<file path="src/rtl/rsa_pkg.sv">
// reset source arbiter: shared constants, reset kinds and sequencer states
// assumes a single system clock; watchdog oscillator arrives as a sampled level
package rsa_pkg;

  localparam int unsigned CNT_W = 10;

  // reset lengths, in watchdog-oscillator cycles and then system clocks
  localparam logic [CNT_W-1:0] WDT_CYC_SYSTEM  = 10'h202;
  localparam logic [CNT_W-1:0] WDT_CYC_SHORT   = 10'h042;
  localparam logic [CNT_W-1:0] SYSCLK_CYC_TAIL = 10'h010;
  localparam logic [CNT_W-1:0] CNT_LAST        = 10'h001;
  localparam logic [CNT_W-1:0] CNT_ZERO        = 10'h000;

  // reset vector location in program memory, high byte first
  localparam logic [15:0] VEC_ADDR_HI = 16'h0002;
  localparam logic [15:0] VEC_ADDR_LO = 16'h0003;

  typedef enum logic [1:0] {
    RSA_NONE,
    RSA_SHORT,
    RSA_SYSTEM,
    RSA_SYS_KEEP_OCD
  } rsa_rtype_e;

  typedef enum logic [2:0] {
    RSA_IDLE,
    RSA_WDT,
    RSA_SYS,
    RSA_FHI,
    RSA_FLO,
    RSA_LOAD
  } rsa_state_e;

endpackage : rsa_pkg

</file>
<file path="src/rtl/rsa_reset_source_arbiter.sv">
// reset source arbiter: picks the reset kind per source and operating mode,
// times the reset and fetches the reset vector for the processor.
// assumes a synchronous program memory (data one clock after address) and
// that pins and the watchdog domain arrive asynchronously.
//
// Functional notes
// - power-on/brown-out beats every other source, full reset
// - normal/halt: power-on/brown-out gives full system reset
// - normal/halt: watchdog-reset or reset pin gives short
// - debugger control bit1: system reset, debugger kept
// - stop: power-on, reset pin, debug low: full
// - system reset: 514 oscillator then 16 clocks
// - short reset: only 66 oscillator cycles first
// - core idle; system clock starts after oscillator count
// - leave reset by loading vector from 0002H/0003H
`timescale 1ns/10ps

module rsa_reset_source_arbiter #(
  parameter logic [rsa_pkg::CNT_W-1:0] LONG_CYC  = rsa_pkg::WDT_CYC_SYSTEM,
  parameter logic [rsa_pkg::CNT_W-1:0] SHORT_CYC = rsa_pkg::WDT_CYC_SHORT,
  parameter logic [rsa_pkg::CNT_W-1:0] TAIL_CYC  = rsa_pkg::SYSCLK_CYC_TAIL
) (
  input  wire logic        clock_in,
  input  wire logic        rst_in,
  input  wire logic        por_bod_in,
  input  wire logic        wdt_osc_in,
  input  wire logic        wdt_timeout_in,
  input  wire logic        wdt_reset_mode_in,
  input  wire logic        ext_reset_n_in,
  input  wire logic        ocd_reset_req_in,
  input  wire logic        debug_serial_pin_in,
  input  wire logic        stop_mode_in,
  input  wire logic [7:0]  prog_data_in,
  output logic             core_reset_out,
  output logic             ocd_reset_out,
  output logic             sys_clk_run_out,
  output logic [1:0]       reset_type_out,
  output logic             prog_rd_out,
  output logic [15:0]      prog_addr_out,
  output logic [15:0]      pc_out,
  output logic             pc_load_out
);

  typedef struct packed {
    rsa_pkg::rsa_state_e         state;
    logic [rsa_pkg::CNT_W-1:0]   cnt;
    rsa_pkg::rsa_rtype_e         rtype;
    logic [1:0]                  s_por;
    logic [2:0]                  s_osc;
    logic [1:0]                  s_wdt;
    logic [1:0]                  s_ext;
    logic [1:0]                  s_dbg;
    logic [7:0]                  vec_hi;
    logic [15:0]                 pc;
    logic                        pc_load;
  } rsa_st_s;

  rsa_st_s             st_reg;
  rsa_st_s             st_next;
  rsa_pkg::rsa_rtype_e req;
  logic                por_s;
  logic                ext_s;
  logic                dbg_low_s;
  logic                wdt_s;
  logic                osc_tick;
  logic                in_reset;

  // only the second stage of each synchroniser is looked at, plus the third for the oscillator edge
  assign por_s     = st_reg.s_por[1];
  assign ext_s     = ~st_reg.s_ext[1];
  assign dbg_low_s = ~st_reg.s_dbg[1];
  assign wdt_s     = st_reg.s_wdt[1];
  assign osc_tick  = st_reg.s_osc[1] & ~st_reg.s_osc[2];
  assign in_reset  = (st_reg.state == rsa_pkg::RSA_WDT) || (st_reg.state == rsa_pkg::RSA_SYS);

  always_comb begin
    req = rsa_pkg::RSA_NONE;
    if (por_s) begin
      req = rsa_pkg::RSA_SYSTEM;
    end else if (stop_mode_in) begin
      // watchdog and debugger requests do not reset from stop
      if (ext_s || dbg_low_s) begin
        req = rsa_pkg::RSA_SYSTEM;
      end
    end else if (ocd_reset_req_in) begin
      req = rsa_pkg::RSA_SYS_KEEP_OCD;
    end else if ((wdt_s && wdt_reset_mode_in) || ext_s) begin
      req = rsa_pkg::RSA_SHORT;
    end
  end

  always_comb begin
    st_next         = st_reg;
    st_next.pc_load = 1'b0;
    st_next.s_por   = {st_reg.s_por[0], por_bod_in};
    st_next.s_osc   = {st_reg.s_osc[1:0], wdt_osc_in};
    st_next.s_wdt   = {st_reg.s_wdt[0], wdt_timeout_in};
    st_next.s_ext   = {st_reg.s_ext[0], ext_reset_n_in};
    st_next.s_dbg   = {st_reg.s_dbg[0], debug_serial_pin_in};
    if (por_s) begin
      // held power-on keeps reloading, so the count runs from its release
      st_next.state = rsa_pkg::RSA_WDT;
      st_next.cnt   = LONG_CYC;
      st_next.rtype = rsa_pkg::RSA_SYSTEM;
    end else if (!in_reset && (req != rsa_pkg::RSA_NONE)) begin
      st_next.state = rsa_pkg::RSA_WDT;
      st_next.rtype = req;
      st_next.cnt   = (req == rsa_pkg::RSA_SHORT) ? SHORT_CYC : LONG_CYC;
    end else begin
      case (st_reg.state)
        rsa_pkg::RSA_WDT: begin
          if (osc_tick) begin
            if (st_reg.cnt == rsa_pkg::CNT_LAST) begin
              st_next.state = rsa_pkg::RSA_SYS;
              st_next.cnt   = TAIL_CYC;
            end else begin
              st_next.cnt = st_reg.cnt - rsa_pkg::CNT_LAST;
            end
          end
        end
        rsa_pkg::RSA_SYS: begin
          if (st_reg.cnt == rsa_pkg::CNT_LAST) begin
            st_next.state = rsa_pkg::RSA_FHI;
            st_next.cnt   = rsa_pkg::CNT_ZERO;
          end else begin
            st_next.cnt = st_reg.cnt - rsa_pkg::CNT_LAST;
          end
        end
        rsa_pkg::RSA_FHI: begin
          st_next.state = rsa_pkg::RSA_FLO;
        end
        rsa_pkg::RSA_FLO: begin
          st_next.vec_hi = prog_data_in;
          st_next.state  = rsa_pkg::RSA_LOAD;
        end
        rsa_pkg::RSA_LOAD: begin
          st_next.pc      = {st_reg.vec_hi, prog_data_in};
          st_next.pc_load = 1'b1;
          st_next.state   = rsa_pkg::RSA_IDLE;
          st_next.rtype   = rsa_pkg::RSA_NONE;
        end
        default: begin
          st_next.state = rsa_pkg::RSA_IDLE;
        end
      endcase
    end
  end

  // pins start at their idle levels so reset release is not seen as a source
  always_ff @(posedge clock_in) begin
    if (rst_in) begin
      st_reg         <= '0;
      st_reg.state   <= rsa_pkg::RSA_IDLE;
      st_reg.rtype   <= rsa_pkg::RSA_NONE;
      st_reg.s_ext   <= 2'h3;
      st_reg.s_dbg   <= 2'h3;
    end else begin
      st_reg <= st_next;
    end
  end

  // core stays idle until the vector is loaded
  assign core_reset_out  = (st_reg.state != rsa_pkg::RSA_IDLE);
  assign ocd_reset_out   = in_reset && (st_reg.rtype != rsa_pkg::RSA_SYS_KEEP_OCD);
  assign sys_clk_run_out = (st_reg.state != rsa_pkg::RSA_WDT);
  assign reset_type_out  = st_reg.rtype;
  assign prog_rd_out     = (st_reg.state == rsa_pkg::RSA_FHI) || (st_reg.state == rsa_pkg::RSA_FLO);
  assign prog_addr_out   = (st_reg.state == rsa_pkg::RSA_FLO) ? rsa_pkg::VEC_ADDR_LO : rsa_pkg::VEC_ADDR_HI;
  assign pc_out          = st_reg.pc;
  assign pc_load_out     = st_reg.pc_load;

  // oscillator ticks seen in the current first phase, for checking only
  logic [rsa_pkg::CNT_W-1:0] chk_ticks;
  always_ff @(posedge clock_in) begin
    if (rst_in || por_s || (st_reg.state != rsa_pkg::RSA_WDT)) begin
      chk_ticks <= rsa_pkg::CNT_ZERO;
    end else if (osc_tick) begin
      chk_ticks <= chk_ticks + rsa_pkg::CNT_LAST;
    end
  end

  // cycles spent in the system-clock tail, for checking only
  logic [rsa_pkg::CNT_W-1:0] chk_tail;
  always_ff @(posedge clock_in) begin
    if (rst_in || (st_reg.state != rsa_pkg::RSA_SYS)) begin
      chk_tail <= rsa_pkg::CNT_ZERO;
    end else begin
      chk_tail <= chk_tail + rsa_pkg::CNT_LAST;
    end
  end
endmodule : rsa_reset_source_arbiter

</file>
<file path="config.mk">
export PLATFORM = sky130hd
export DESIGN_NAME = rsa_reset_source_arbiter
export DESIGN_NICKNAME = d
export VERILOG_FILES = /design/src/rtl/rsa_pkg.sv /design/src/rtl/rsa_reset_source_arbiter.sv
export SDC_FILE = /design/constraint.sdc
export NUM_CORES = 1
export LEC_CHECK = 0
export ABC_AREA = 1
export ABC_CLOCK_PERIOD_IN_PS = 1450
export BUFFER_PORTS_ARGS = -buffer_cell sky130_fd_sc_hd__buf_4
export CAP_MARGIN = 25
export CORE_UTILIZATION = 43
export DETAILED_ROUTE_END_ITERATION = 12
export GPL_TIMING_DRIVEN = 0
export HOLD_SLACK_MARGIN = 0.06
export MAX_ROUTING_LAYER = met4
export PLACE_DENSITY = 0.77
export SYNTH_ARGS = -nofsm -noshare
export SYNTH_HDL_FRONTEND = slang
export SYNTH_SLANG_ARGS = --single-unit
</file>
<file path="constraint.sdc">
create_clock -name clock_in -period 1.45 [get_ports clock_in]
set_input_delay 0.145 -clock clock_in [delete_from_list [all_inputs] [get_ports clock_in]]
set_output_delay 0.145 -clock clock_in [all_outputs]
set_load 0.01 [all_outputs]
</file>
* Word level (Yosys, flattened, before mapping)
Cells that the tools add are included.
Word-level totals: flip-flop bits (word level) 51, logic and storage cells 77
Cells by class: add/sub/neg operators 1, eq/ne operators 16, multiplexer cells 18, bitwise gates (word level) 6, reductions and logical operators 22
Operator list (number):
- 2-to-1 mux 13 bit | 3
- 2-to-1 mux 10 bit | 3
- one-hot mux 10 bit (2 select lines) | 1
- one-hot mux 3 bit (4 select lines) | 1
- AND reduction 3 bit | 4
- equality test 10 x 1 -> 1 bit (second input constant) | 1
- 2-to-1 mux 2 bit | 5
- subtractor 10 x 1 -> 10 bit (second input constant) | 1
- nonzero test 3 bit | 3
- inequality test 4 x 2 -> 1 bit (second input constant) | 2
- equality test 3 x 2 -> 1 bit (second input constant) | 2
- equality test 3 bit (second input constant) | 2
- 2-to-1 mux 3 bit | 2
- NOT 1 bit | 5
- logical OR 1 bit | 4
- inequality test 2 x 1 -> 1 bit (second input constant) | 2
- inequality test 2 bit (second input constant) | 2
- inequality test 4 x 3 -> 1 bit (second input constant) | 1
- AND reduction 2 bit | 2
- nonzero test 2 bit | 2
- nonzero test 4 bit | 1
- equality test 3 x 1 -> 1 bit (second input constant) | 1
- logical AND 1 bit | 3
- 2-to-1 mux 1 bit | 3
- 7 further kinds | 7

* Longest topological paths before layout
Gate-level depths: netlist (run 1).
depth in word-level cells 10, gate-level depth with buffers 11

* Worst setup path after synthesis (run 1)
No wires, ideal clock.
kind reg-to-reg, from register st_reg[49] in the netlist's numbering, to register st_reg, in the netlist pc_out[5], library setup time 114 ps, arrival 1213 ps, path slack 123 ps, stages on the path, launching flop included 11, buffers on the path 1, cell sequence dfxtp_1 inv_2 nand3_2 nand2_2 inv_4 nand2_8 nand2_8 inv_6 buf_12 nor2_2 nor2_2
Between the ends: cells in the longest elaborated chain, start to end 6, elaborated cells on any way between the ends 8, classes of those cells eq/ne: 3; bitwise: 1; reduce/logical: 4
Ends and longest elaborated chain:
- start, declared | RTL line rsa_reset_source_arbiter.sv:58 | rsa_st_s st_reg;
- start signal, assigned | RTL line rsa_reset_source_arbiter.sv:158 | st_reg <= st_next;
- equality test 3 x 1 -> 1 bit or equality test 3 x 2 -> 1 bit (tied branches) | RTL line rsa_reset_source_arbiter.sv:74 | assign in_reset = (st_reg.state == rsa_pkg::RSA_WDT) || (st_reg.state == rsa_pkg::RSA_SYS);
- logical OR 1 bit | RTL line rsa_reset_source_arbiter.sv:74
- logical NOT 1 bit | RTL line rsa_reset_source_arbiter.sv:105 | end else if (!in_reset && (req != rsa_pkg::RSA_NONE)) begin
- logical AND 1 bit | RTL line rsa_reset_source_arbiter.sv:105
- NOT 1 bit (no source line)
- AND reduction 3 bit (no source line) (*)
Every way passes the cells marked *; elsewhere a longest branch is shown, timed or not. A chain may end at the register's enable or synchronous reset.

* Worst setup path in the final report (run 1)
from register st_reg[48] in the netlist's numbering, to output ocd_reset_out
Between the ends: cells in the longest elaborated chain, start to end 3, elaborated cells on any way between the ends 4, classes of those cells eq/ne: 2; reduce/logical: 2
Ends and longest elaborated chain:
- equality test 3 x 1 -> 1 bit or equality test 3 x 2 -> 1 bit (tied branches) | RTL line rsa_reset_source_arbiter.sv:74
- logical OR 1 bit (*) | RTL line rsa_reset_source_arbiter.sv:74
- logical AND 1 bit (*) | RTL line rsa_reset_source_arbiter.sv:164 | assign ocd_reset_out = in_reset && (st_reg.rtype != rsa_pkg::RSA_SYS_KEEP_OCD);
- end, declared | RTL line rsa_reset_source_arbiter.sv:35 | output logic ocd_reset_out,
Marked as above.

==> run_results.csv, run 1 <==
group,metric,value,unit
status,outcome,"completed",
global_routing,overflow,0,
route,dr.pass1.iters,4,
logic_synthesis,synth_top_cell_by_area,"dfxtp_1",
logic_synthesis,synth-seq-cells,51,
critical_path,crit_path_end_kind,"primary output",
sta,fmax,692,MHz
clocking,numCtsBuffers,5,
global_routing,grt_pass1_vias,2046,
final_layout,nets,457,
route,vias,2343,
floorplanning,die_x,79.6,um
logic_synthesis,seq_area_frac_synth,39.5,%
clocking,cts_buffer_depth,2,
global_routing,grtUsageTotal,18.4,%
clocking,htreeDepth,2,
critical_path,critical_path_class,"flip-flop to primary output",
place,numPortBuffers,41,
sta,min_period,1450,ps
final_layout,final_common_cell,"buf_4",
global_routing,grt_max_degree,17,
logic_synthesis,synth_cells,360,
route,wl,5710,um
sta,drv_slew,0,
sta,grt_setup_unrepaired,"true",
final_layout,fillers,527,
route,wire_per_inst,11.2,um
place,postPlaceCellArea,0.00303,mm2
pwr,leakage,1.70,nW
sta,hold_viol,0,
critical_path,crit_slowest_cell,"dfxtp_4",
logic_synthesis,syn_area,0.00259,mm2
clocking,clk_pin_slew_worst_paths,100,ps
critical_path,crit_fanout,6,
floorplanning,start_util,45.9,%
run,max_cap_violations,0,
critical_path,worstPathArrival,1300,ps
critical_path,path_cells,"inv_6 -> nand3_4 -> nand2_4 -> inv_6 -> a21oi_2 -> buf_4",
sta,finalCritPeriodShare,99.7,%
floorplanning,dieArea,0.00633,mm2
place,gp_congestion,0.879,
logic_synthesis,synth_edf_count,0,
route,drt_iter0_drc,100,
logic_synthesis,ys_types,36,
clocking,clk_latency,310,ps
logic_synthesis,yosys_warnings,0,
global_routing,grt_pass1_wl,8870,um
logic_synthesis,postSynth.asyncResetShare,0,%
sta,fin_setup_tns,0,ps
logic_synthesis,synth_top_area_share,39.5,%
final_layout,largest_reg_flops,25,
pwr,powerDensity,1020,mW/mm2
critical_path,max_stage_delay,380,ps
floorplanning,die_h,79.6,um
final_layout,final_cell_mix,"buf_4, nor2_1, nand2_1, dfxtp_1, inv_1",
pwr,ir_drop,0.767,mV
route,post-route-drc-count,0,
floorplanning,io_pins,57,
critical_path,cp.required,1310,ps
hold_path,worst_hold_path_type,"input port to flip-flop",
sta,fin_skew,12.7,ps
final_layout,stdcell_area,0.00340,mm2
clocking,cts_tree,"yes",
critical_path,cpMostUsedCell,"inv_6",
floorplanning,rows,27,
critical_path,cp-start-kind,"flip-flop",
final_layout,syn_to_final_growth,31.4,%
place,dp_hpwl,3970,um
sta,setup_viol,0,
route,via_per_inst,4.59,
final_layout,n_antenna_cell,0,
clocking,clock-root-buffer,"clkbuf_8",
logic_synthesis,syn_avg_cell_area,7.19,um2
clocking,clock_sinks,51,
route,ant_nets,0,
final_layout,drive_gt1_share,33.6,%
floorplanning,core,0.00564,mm2
logic_synthesis,synth-main-ff-cell,"dfxtp_1",
sta,finalHoldWorstSlack,54.0,ps
global_routing,antenna_found_initial,0,
logic_synthesis,synth_area_leaders,"dfxtp_1, nor2_1, buf_4, nand2_1, inv_1",
report_power, final:
part	leakage [nW]	switching [W]	internal, W
clock	0.0618	0.000490	0.000568
sequential	0.418	0.0000625	0.00147
combinational	1.22	0.000520	0.000374
metrics by stage:
step                      utilization (%)  worst slack, ps  cells  power, W
final                                60.3             4.79    510   0.00348
after global routing                 60.3            -62.8    510   0.00368
after CTS                            57.5            -16.4    501   0.00340
after detailed placement             53.8            -28.8    486   0.00233
after global placement               53.8            -21.2    486   0.00231
after floorplan                         -              123    373   0.00214
path summary, 6_finish.rpt:
kind	startpoint	to	slack, ps	cells past startpoint
setup / recovery	st_reg[48]	ocd_reset_out	5	6
hold / removal	por_bod_in	st_next[35]	50	3
setup reg to reg	por_s	st_reg[22]	40	10
hold reg to reg	st_next[32]	st_next[33]	410	2
area by class of cell:
type | instances | area [um2] | area share (%)
Timing Repair Buffer | 57 | 443 | 13.0
Buffer | 40 | 318 | 9.35
Clock buffer | 6 | 82.6 | 2.43
Sequential cell | 51 | 1040 | 30.5
Clock inverter | 2 | 38.8 | 1.14
Inverter | 45 | 186 | 5.48
Tap cell | 72 | 90.1 | 2.65
Multi-Input combinational cell | 237 | 1200 | 35.4
logic make-up after synthesis:
| family | synth area share, % |
|---|---|
| simple gates | 33.7 |
| buf+inv | 19.1 |
| flops | 39.5 |
| compound gates | 5.46 |
| xor+xnor | 1.02 |
| fa+ha+maj | 0.967 |
| other cells | 0.290 |
timing repair:
| item | in CTS | in global routing |
|---|---|---|
| cloned | 0 | 0 |
| endpoints found under the hold margin | 5 | 1 |
| setup endpoints to repair | 9 | 37 |
| pin swaps | 1 | 13 |
| setup buffers | 2 | 8 |
| hold buffers | 5 | 1 |
| gates resized for setup | 7 | 27 |
cells in the mapped netlist, types with 2 or more instances:
cell type / number
inv_2: 4
or2_2: 4
nand2_2: 3
a21oi_1: 4
o21ai_0: 10
ha_1: 2
nor2_1: 78
buf_4: 33
dfxtp_1: 51
nor3_1: 2
nand3_2: 2
nand2_8: 2
nand3_1: 20
conb_1: 2
nor2_2: 12
xor2_1: 2
inv_1: 38
o21ai_1: 11
nand2_1: 60
nand4_1: 3
buf_6: 2
routing by layer:
layer  vias up  track usage [%]  part of all wire (%)
met5         -                -                     0
met4         0             6.91                   2.2
met3        14             3.31                   5.3
met2        67             29.9                    49
met1      1057             22.7                    44
li1       1205                -                     -
worst max-delay path: cells and delay by family (launching register included):
family | cells | cell delay (ps)
simple gates | 2 | 220
flops | 1 | 380
buf+inv | 3 | 270
compound gates | 1 | 110
No activity file was read; power rests on OpenSTA's default activity.
==> run 2: changes to the inputs <==
--- a/config.mk
+++ b/config.mk
@@ -10,6 +10,7 @@
 export BUFFER_PORTS_ARGS = -buffer_cell sky130_fd_sc_hd__buf_4
 export CAP_MARGIN = 25
 export CORE_UTILIZATION = 43
+export CTS_BUF_LIST = sky130_fd_sc_hd__clkbuf_16
 export DETAILED_ROUTE_END_ITERATION = 12
 export GPL_TIMING_DRIVEN = 0
 export HOLD_SLACK_MARGIN = 0.06
==> run 2 against run 1 <==
Sequential share of layout area is 0.39 points lower. Global-route usage is 0.47 points higher. Routed wire length is 0.35% lower. Register-to-register slack worse by 30 ps. Cell count is 0.39% lower. Combinational power is 1% higher. Maximum frequency is 0.43% higher. Clock skew is 2.9 ps lower. Largest cell class unchanged.
==> run_results.csv, run 2 (synthesized netlist as in run 1, its figures left out) <==
group,metric,value,unit
critical_path,cp.required,1650,ps
critical_path,max_stage_delay,360,ps
final_layout,final_common_cell,"buf_4",
hold_path,whs_path_depth,3,
sta,drv_slew,0,
route,wire_per_inst,11.2,um
final_layout,nets,455,
critical_path,reg2reg_slack,10,ps
critical_path,crit_fanout,8,
route,wl,5690,um
clocking,numCtsBuffers,5,
final_layout,largest_reg_flops,25,
pwr,ir_drop,0.925,mV
status,outcome,"completed",
pwr,leakage,1.72,nW
route,dr.pass1.iters,4,
pwr,p_total,0.00378,W
clocking,htreeDepth,2,
run,max_cap_violations,0,
critical_path,critical_path_class,"flip-flop to flip-flop",
sta,fin_skew,9.82,ps
critical_path,r2r_start,"st_reg[50]",
final_layout,fin_util,60.9,%
place,gp_congestion,0.879,
route,drt_iter0_drc,153,
sta,finalCritPeriodShare,99.2,%
pwr,powerDensity,1100,mW/mm2
route,vias,2317,
global_routing,grt_pass1_vias,2049,
critical_path,crit_slowest_cell,"dfxtp_2",
final_layout,syn_to_final_growth,32.8,%
floorplanning,core,0.00564,mm2
clocking,cts_tree,"yes",
critical_path,cp-start-kind,"flip-flop",
critical_path,path_cells,"clkinv_4 -> nand3_4 -> nand2_4 -> inv_8 -> nand2_8 -> buf_8 -> buf_4 -> nand4_1 -> nand2_1 -> nand2_1 -> inv_1",
floorplanning,die_x,79.6,um
hold_path,worst_hold_path_type,"input port to flip-flop",
place,dp_hpwl,3970,um
clocking,clock_sinks,51,
critical_path,worstPathArrival,1640,ps
hold_path,hold_path.startpoint,"wdt_osc_in",
final_layout,final_cell_mix,"buf_4, nor2_1, nand2_1, dfxtp_1, inv_1",
clocking,cts_buffer_depth,2,
clocking,clk_pin_slew_worst_paths,70,ps
clocking,clk_latency,290,ps
critical_path,crit_path_end_kind,"flip-flop",
global_routing,grtUsageTotal,18.9,%
floorplanning,io_pins,57,
route,ant_nets,0,
floorplanning,rows,27,
route,post-route-drc-count,0,
critical_path,reg2reg_depth,11,
global_routing,overflow,0,
clocking,clock-root-buffer,"clkbuf_16",
sta,fmax,695,MHz
critical_path,r2r-end,"reset_type_out[1]",
global_routing,grt_max_degree,17,
global_routing,antenna_found_initial,0,
floorplanning,start_util,45.9,%
floorplanning,dieArea,0.00633,mm2
route,via_per_inst,4.56,
hold_path,hold_end,"st_next[32]",
final_layout,n_antenna_cell,0,
sta,hold_viol,0,
critical_path,cpMostUsedCell,"nand2_1",
final_layout,drive_gt1_share,33.7,%
sta,setup_viol,0,
global_routing,grt_pass1_wl,9040,um
place,numPortBuffers,41,
sta,min_period,1440,ps
floorplanning,die_h,79.6,um
==> run 2: changes by cell type in the layout (fill, tap and decap cells not counted), sizes merged <==
cell	previous run	this run
buf	90	91
inv	45	44
clkinv	1	3
clkbuf	7	6
dlygate4sd3	6	3
==> run 2: per-layer routing <==
metal  vias to the layer above  global-route usage, %  part of all wire, %
met5                         -                      -                    0
met4                         0                   7.45                  1.3
met3                         7                   3.89                  4.9
met2                        64                   31.2                   51
met1                      1047                   22.4                   43
li1                       1199                      -                    -
==> run 2: worst max path at each step <==
stage               start                 to  slack [ps]  cells past startpoint
6_report       st_reg[50]  reset_type_out[1]          10                     11
5_1_grt        st_reg[50]  reset_type_out[1]         -40                     11
4_1_cts        st_reg[38]         st_reg[38]          10                      8
3_5_place_dp   st_reg[48]         st_reg[47]         -30                      9
3_3_place_gp   st_reg[49]         st_reg[47]         -20                      9
2_1_floorplan  st_reg[49]          pc_out[5]         120                     10
==> run 2: cell type report <==
cell class              count  area, um2
fillers                   517       2200
flip-flops and latches     51       1030
repair buffers             55        420
multi-input cells         237       1210
clock buffers               5        125
well taps                  72       90.1
inverters                  45        194
clock inverters             3       42.5
plain buffers              40        318
==> run 2: metrics by stage <==
step                      cell area [um2]  setup TNS, ps  hold slack, ps  cells  setup slack [ps]
final                                3440              0            59.6    508              11.0
after global routing                 3440           -444            74.2    508             -41.7
after CTS                            3290              0            67.6    498              10.2
after detailed placement             3030          -62.5             332    486             -28.8
after global placement               3030          -37.4             330    486             -21.2
after floorplan                      2640              0             249    373               123
==> run 2: power by group <==
part           internal [W]  switching, W
combinational      0.000382      0.000524
clock              0.000815      0.000527
sequential          0.00147     0.0000664
==> run 2: timing repair <==
action	4_1_cts	5_1_grt
setup buffers	1	10
hold buffers	3	0
hold endpoints to repair	3	0
endpoints found under the setup margin	17	30
gates resized for setup	14	22
pin swaps	2	7
==> run 2: critical path: cells and delay by family, from the launching register on <==
family | cells | cell delay (ps)
flops | 1 | 360
buf+inv | 5 | 490
simple gates | 6 | 500
==> run 3: changes to the inputs <==
--- a/config.mk
+++ b/config.mk
@@ -9,6 +9,7 @@
 export ABC_CLOCK_PERIOD_IN_PS = 1450
 export BUFFER_PORTS_ARGS = -buffer_cell sky130_fd_sc_hd__buf_4
 export CAP_MARGIN = 25
+export CORE_ASPECT_RATIO = 1.1
 export CORE_UTILIZATION = 43
 export CTS_BUF_LIST = sky130_fd_sc_hd__clkbuf_16
 export DETAILED_ROUTE_END_ITERATION = 12
==> run 3 against run 2 <==
Maximum frequency grew 1.3%. Combinational power grew 3.6%. Setup slack gained 19 ps. Cell count grew 1.2%. Critical path type unchanged. Largest cell class unchanged. Largest power group unchanged. Highest routed layer unchanged.
==> run_results.csv, run 3 (synthesized netlist as in run 1, its figures left out) <==
group,metric,value,unit
sta,fin_skew,3.77,ps
global_routing,grtUsageTotal,16.7,%
sta,hold_viol,0,
clocking,clk_latency,290,ps
global_routing,overflow,0,
final_layout,fin_cells,514,
final_layout,nets,456,
status,outcome,"completed",
clocking,numCtsBuffers,5,
route,post-route-drc-count,0,
critical_path,worstPathArrival,1600,ps
pwr,ir_drop,0.693,mV
sta,setup_ws,30.0,ps
global_routing,grt_max_degree,17,
critical_path,cp.required,1630,ps
final_layout,final_cell_mix,"buf_4, nor2_1, nand2_1, dfxtp_1, inv_1",
final_layout,n_antenna_cell,0,
route,wl,5410,um
clocking,clock_sinks,51,
final_layout,drive_gt1_share,34.1,%
floorplanning,die_x,76.0,um
clocking,cts_buffer_depth,2,
sta,min_period,1420,ps
floorplanning,die_h,83.4,um
critical_path,cp-start-kind,"flip-flop",
pwr,powerDensity,1050,mW/mm2
place,gp_congestion,0.898,
final_layout,syn_to_final_growth,33.4,%
critical_path,crit_path_end_kind,"flip-flop",
hold_path,worst_hold_path_type,"input port to flip-flop",
critical_path,max_stage_delay,360,ps
clocking,clk_pin_slew_worst_paths,70,ps
global_routing,antenna_found_initial,0,
floorplanning,core,0.00577,mm2
global_routing,grt_pass1_wl,8450,um
route,ant_nets,0,
sta,finalHoldWorstSlack,55.5,ps
critical_path,crit_fanout,10,
global_routing,grt_pass1_vias,2056,
sta,fin_setup_tns,0,ps
critical_path,path_cells,"nor2_4 -> nand2_1 -> nand2_2 -> nand2_4 -> nand2_8 -> nand3_4 -> buf_6 -> nor2_1 -> nor2_1",
place,dp_hpwl,3690,um
critical_path,critical-path-top-delay-family,"simple AND/OR/NAND/NOR gates",
critical_path,cp.buffers_inverters,1,
critical_path,cpMostUsedCell,"nor2_1",
sta,fmax,704,MHz
route,vias,2316,
place,dp_cells,491,
critical_path,critical_path_class,"flip-flop to flip-flop",
run,max_cap_violations,0,
route,wire_per_inst,10.5,um
route,drt_iter0_drc,110,
route,via_per_inst,4.51,
sta,finalCritPeriodShare,97.9,%
floorplanning,io_pins,57,
final_layout,fin_util,59.8,%
sta,drv_slew,0,
critical_path,crit_slowest_cell,"dfxtp_4",
floorplanning,dieArea,0.00633,mm2
final_layout,final_common_cell,"buf_4",
pwr,leakage,1.72,nW
floorplanning,rows,29,
place,numPortBuffers,41,
final_layout,largest_reg_flops,25,
place,dp_slack,-36.1,ps
clocking,cts_tree,"yes",
sta,setup_viol,0,
final_layout,fillers,520,
floorplanning,start_util,44.8,%
clocking,htreeDepth,2,
route,dr.pass1.iters,4,
clocking,clock-root-buffer,"clkbuf_16",
-- run 3: worst reg2reg max path: cells and delay by family (launching register included) --
kind | cells | cell delay (ps)
buffers and inverters | 1 | 170
flip-flops | 1 | 360
AND/OR/NAND/NOR | 8 | 790
-- run 3: area by class of cell --
| cell class | instances | area, um2 | share of cell area, % |
|---|---|---|---|
| multi-input cells | 237 | 1210 | 35.0 |
| flip-flops and latches | 51 | 1040 | 30.1 |
| repair buffers | 56 | 458 | 13.3 |
| plain buffers | 40 | 318 | 9.21 |
| inverters | 45 | 186 | 5.40 |
| clock buffers | 5 | 125 | 3.63 |
| well taps | 77 | 96.3 | 2.79 |
| clock inverters | 3 | 18.8 | 0.544 |
-- run 3: power breakdown --
part | switching [W] | internal, W | leakage, nW
sequential | 0.0000640 | 0.00147 | 0.418
combinational | 0.000543 | 0.000396 | 1.23
clock | 0.000503 | 0.000639 | 0.0740
total | 0.00111 | 0.00250 | 1.72
-- run 3: what timing repair did --
action	4_1_cts	5_1_grt
resized for setup	7	28
pin swaps	0	8
gates cloned	0	1
hold buffers	3	0
endpoints found under the setup margin	6	34
setup buffers	0	11
hold endpoints to repair	3	0
-- run 3: layer usage --
metal | up-vias | part of all wire [%] | GRT usage [%] | wire length (um)
met5 | - | 0 | - | 0
met4 | 0 | 2.3 | 5.77 | 122
met3 | 14 | 3.2 | 2.75 | 173
met2 | 61 | 52 | 30.0 | 2830
met1 | 1038 | 42 | 18.7 | 2290
li1 | 1203 | - | - | -
-- run 3: stage by stage --
stage | area (um2) | total power (W)
after detailed placement | 3040 | 0.00232
after floorplan | 2640 | 0.00214
after CTS | 3240 | 0.00349
final | 3450 | 0.00361
after global routing | 3450 | 0.00379
after global placement | 3040 | 0.00230
-- run 3: worst paths after layout --
check	from	to	slack, ps	cells after the start
worst max-delay path	por_s	st_reg[22]	30	9
worst min-delay path	wdt_timeout_in	st_next[30]	60	3
worst max register to register	por_s	st_reg[22]	30	9
worst min register to register	st_next[30]	st_reg[30]	400	2
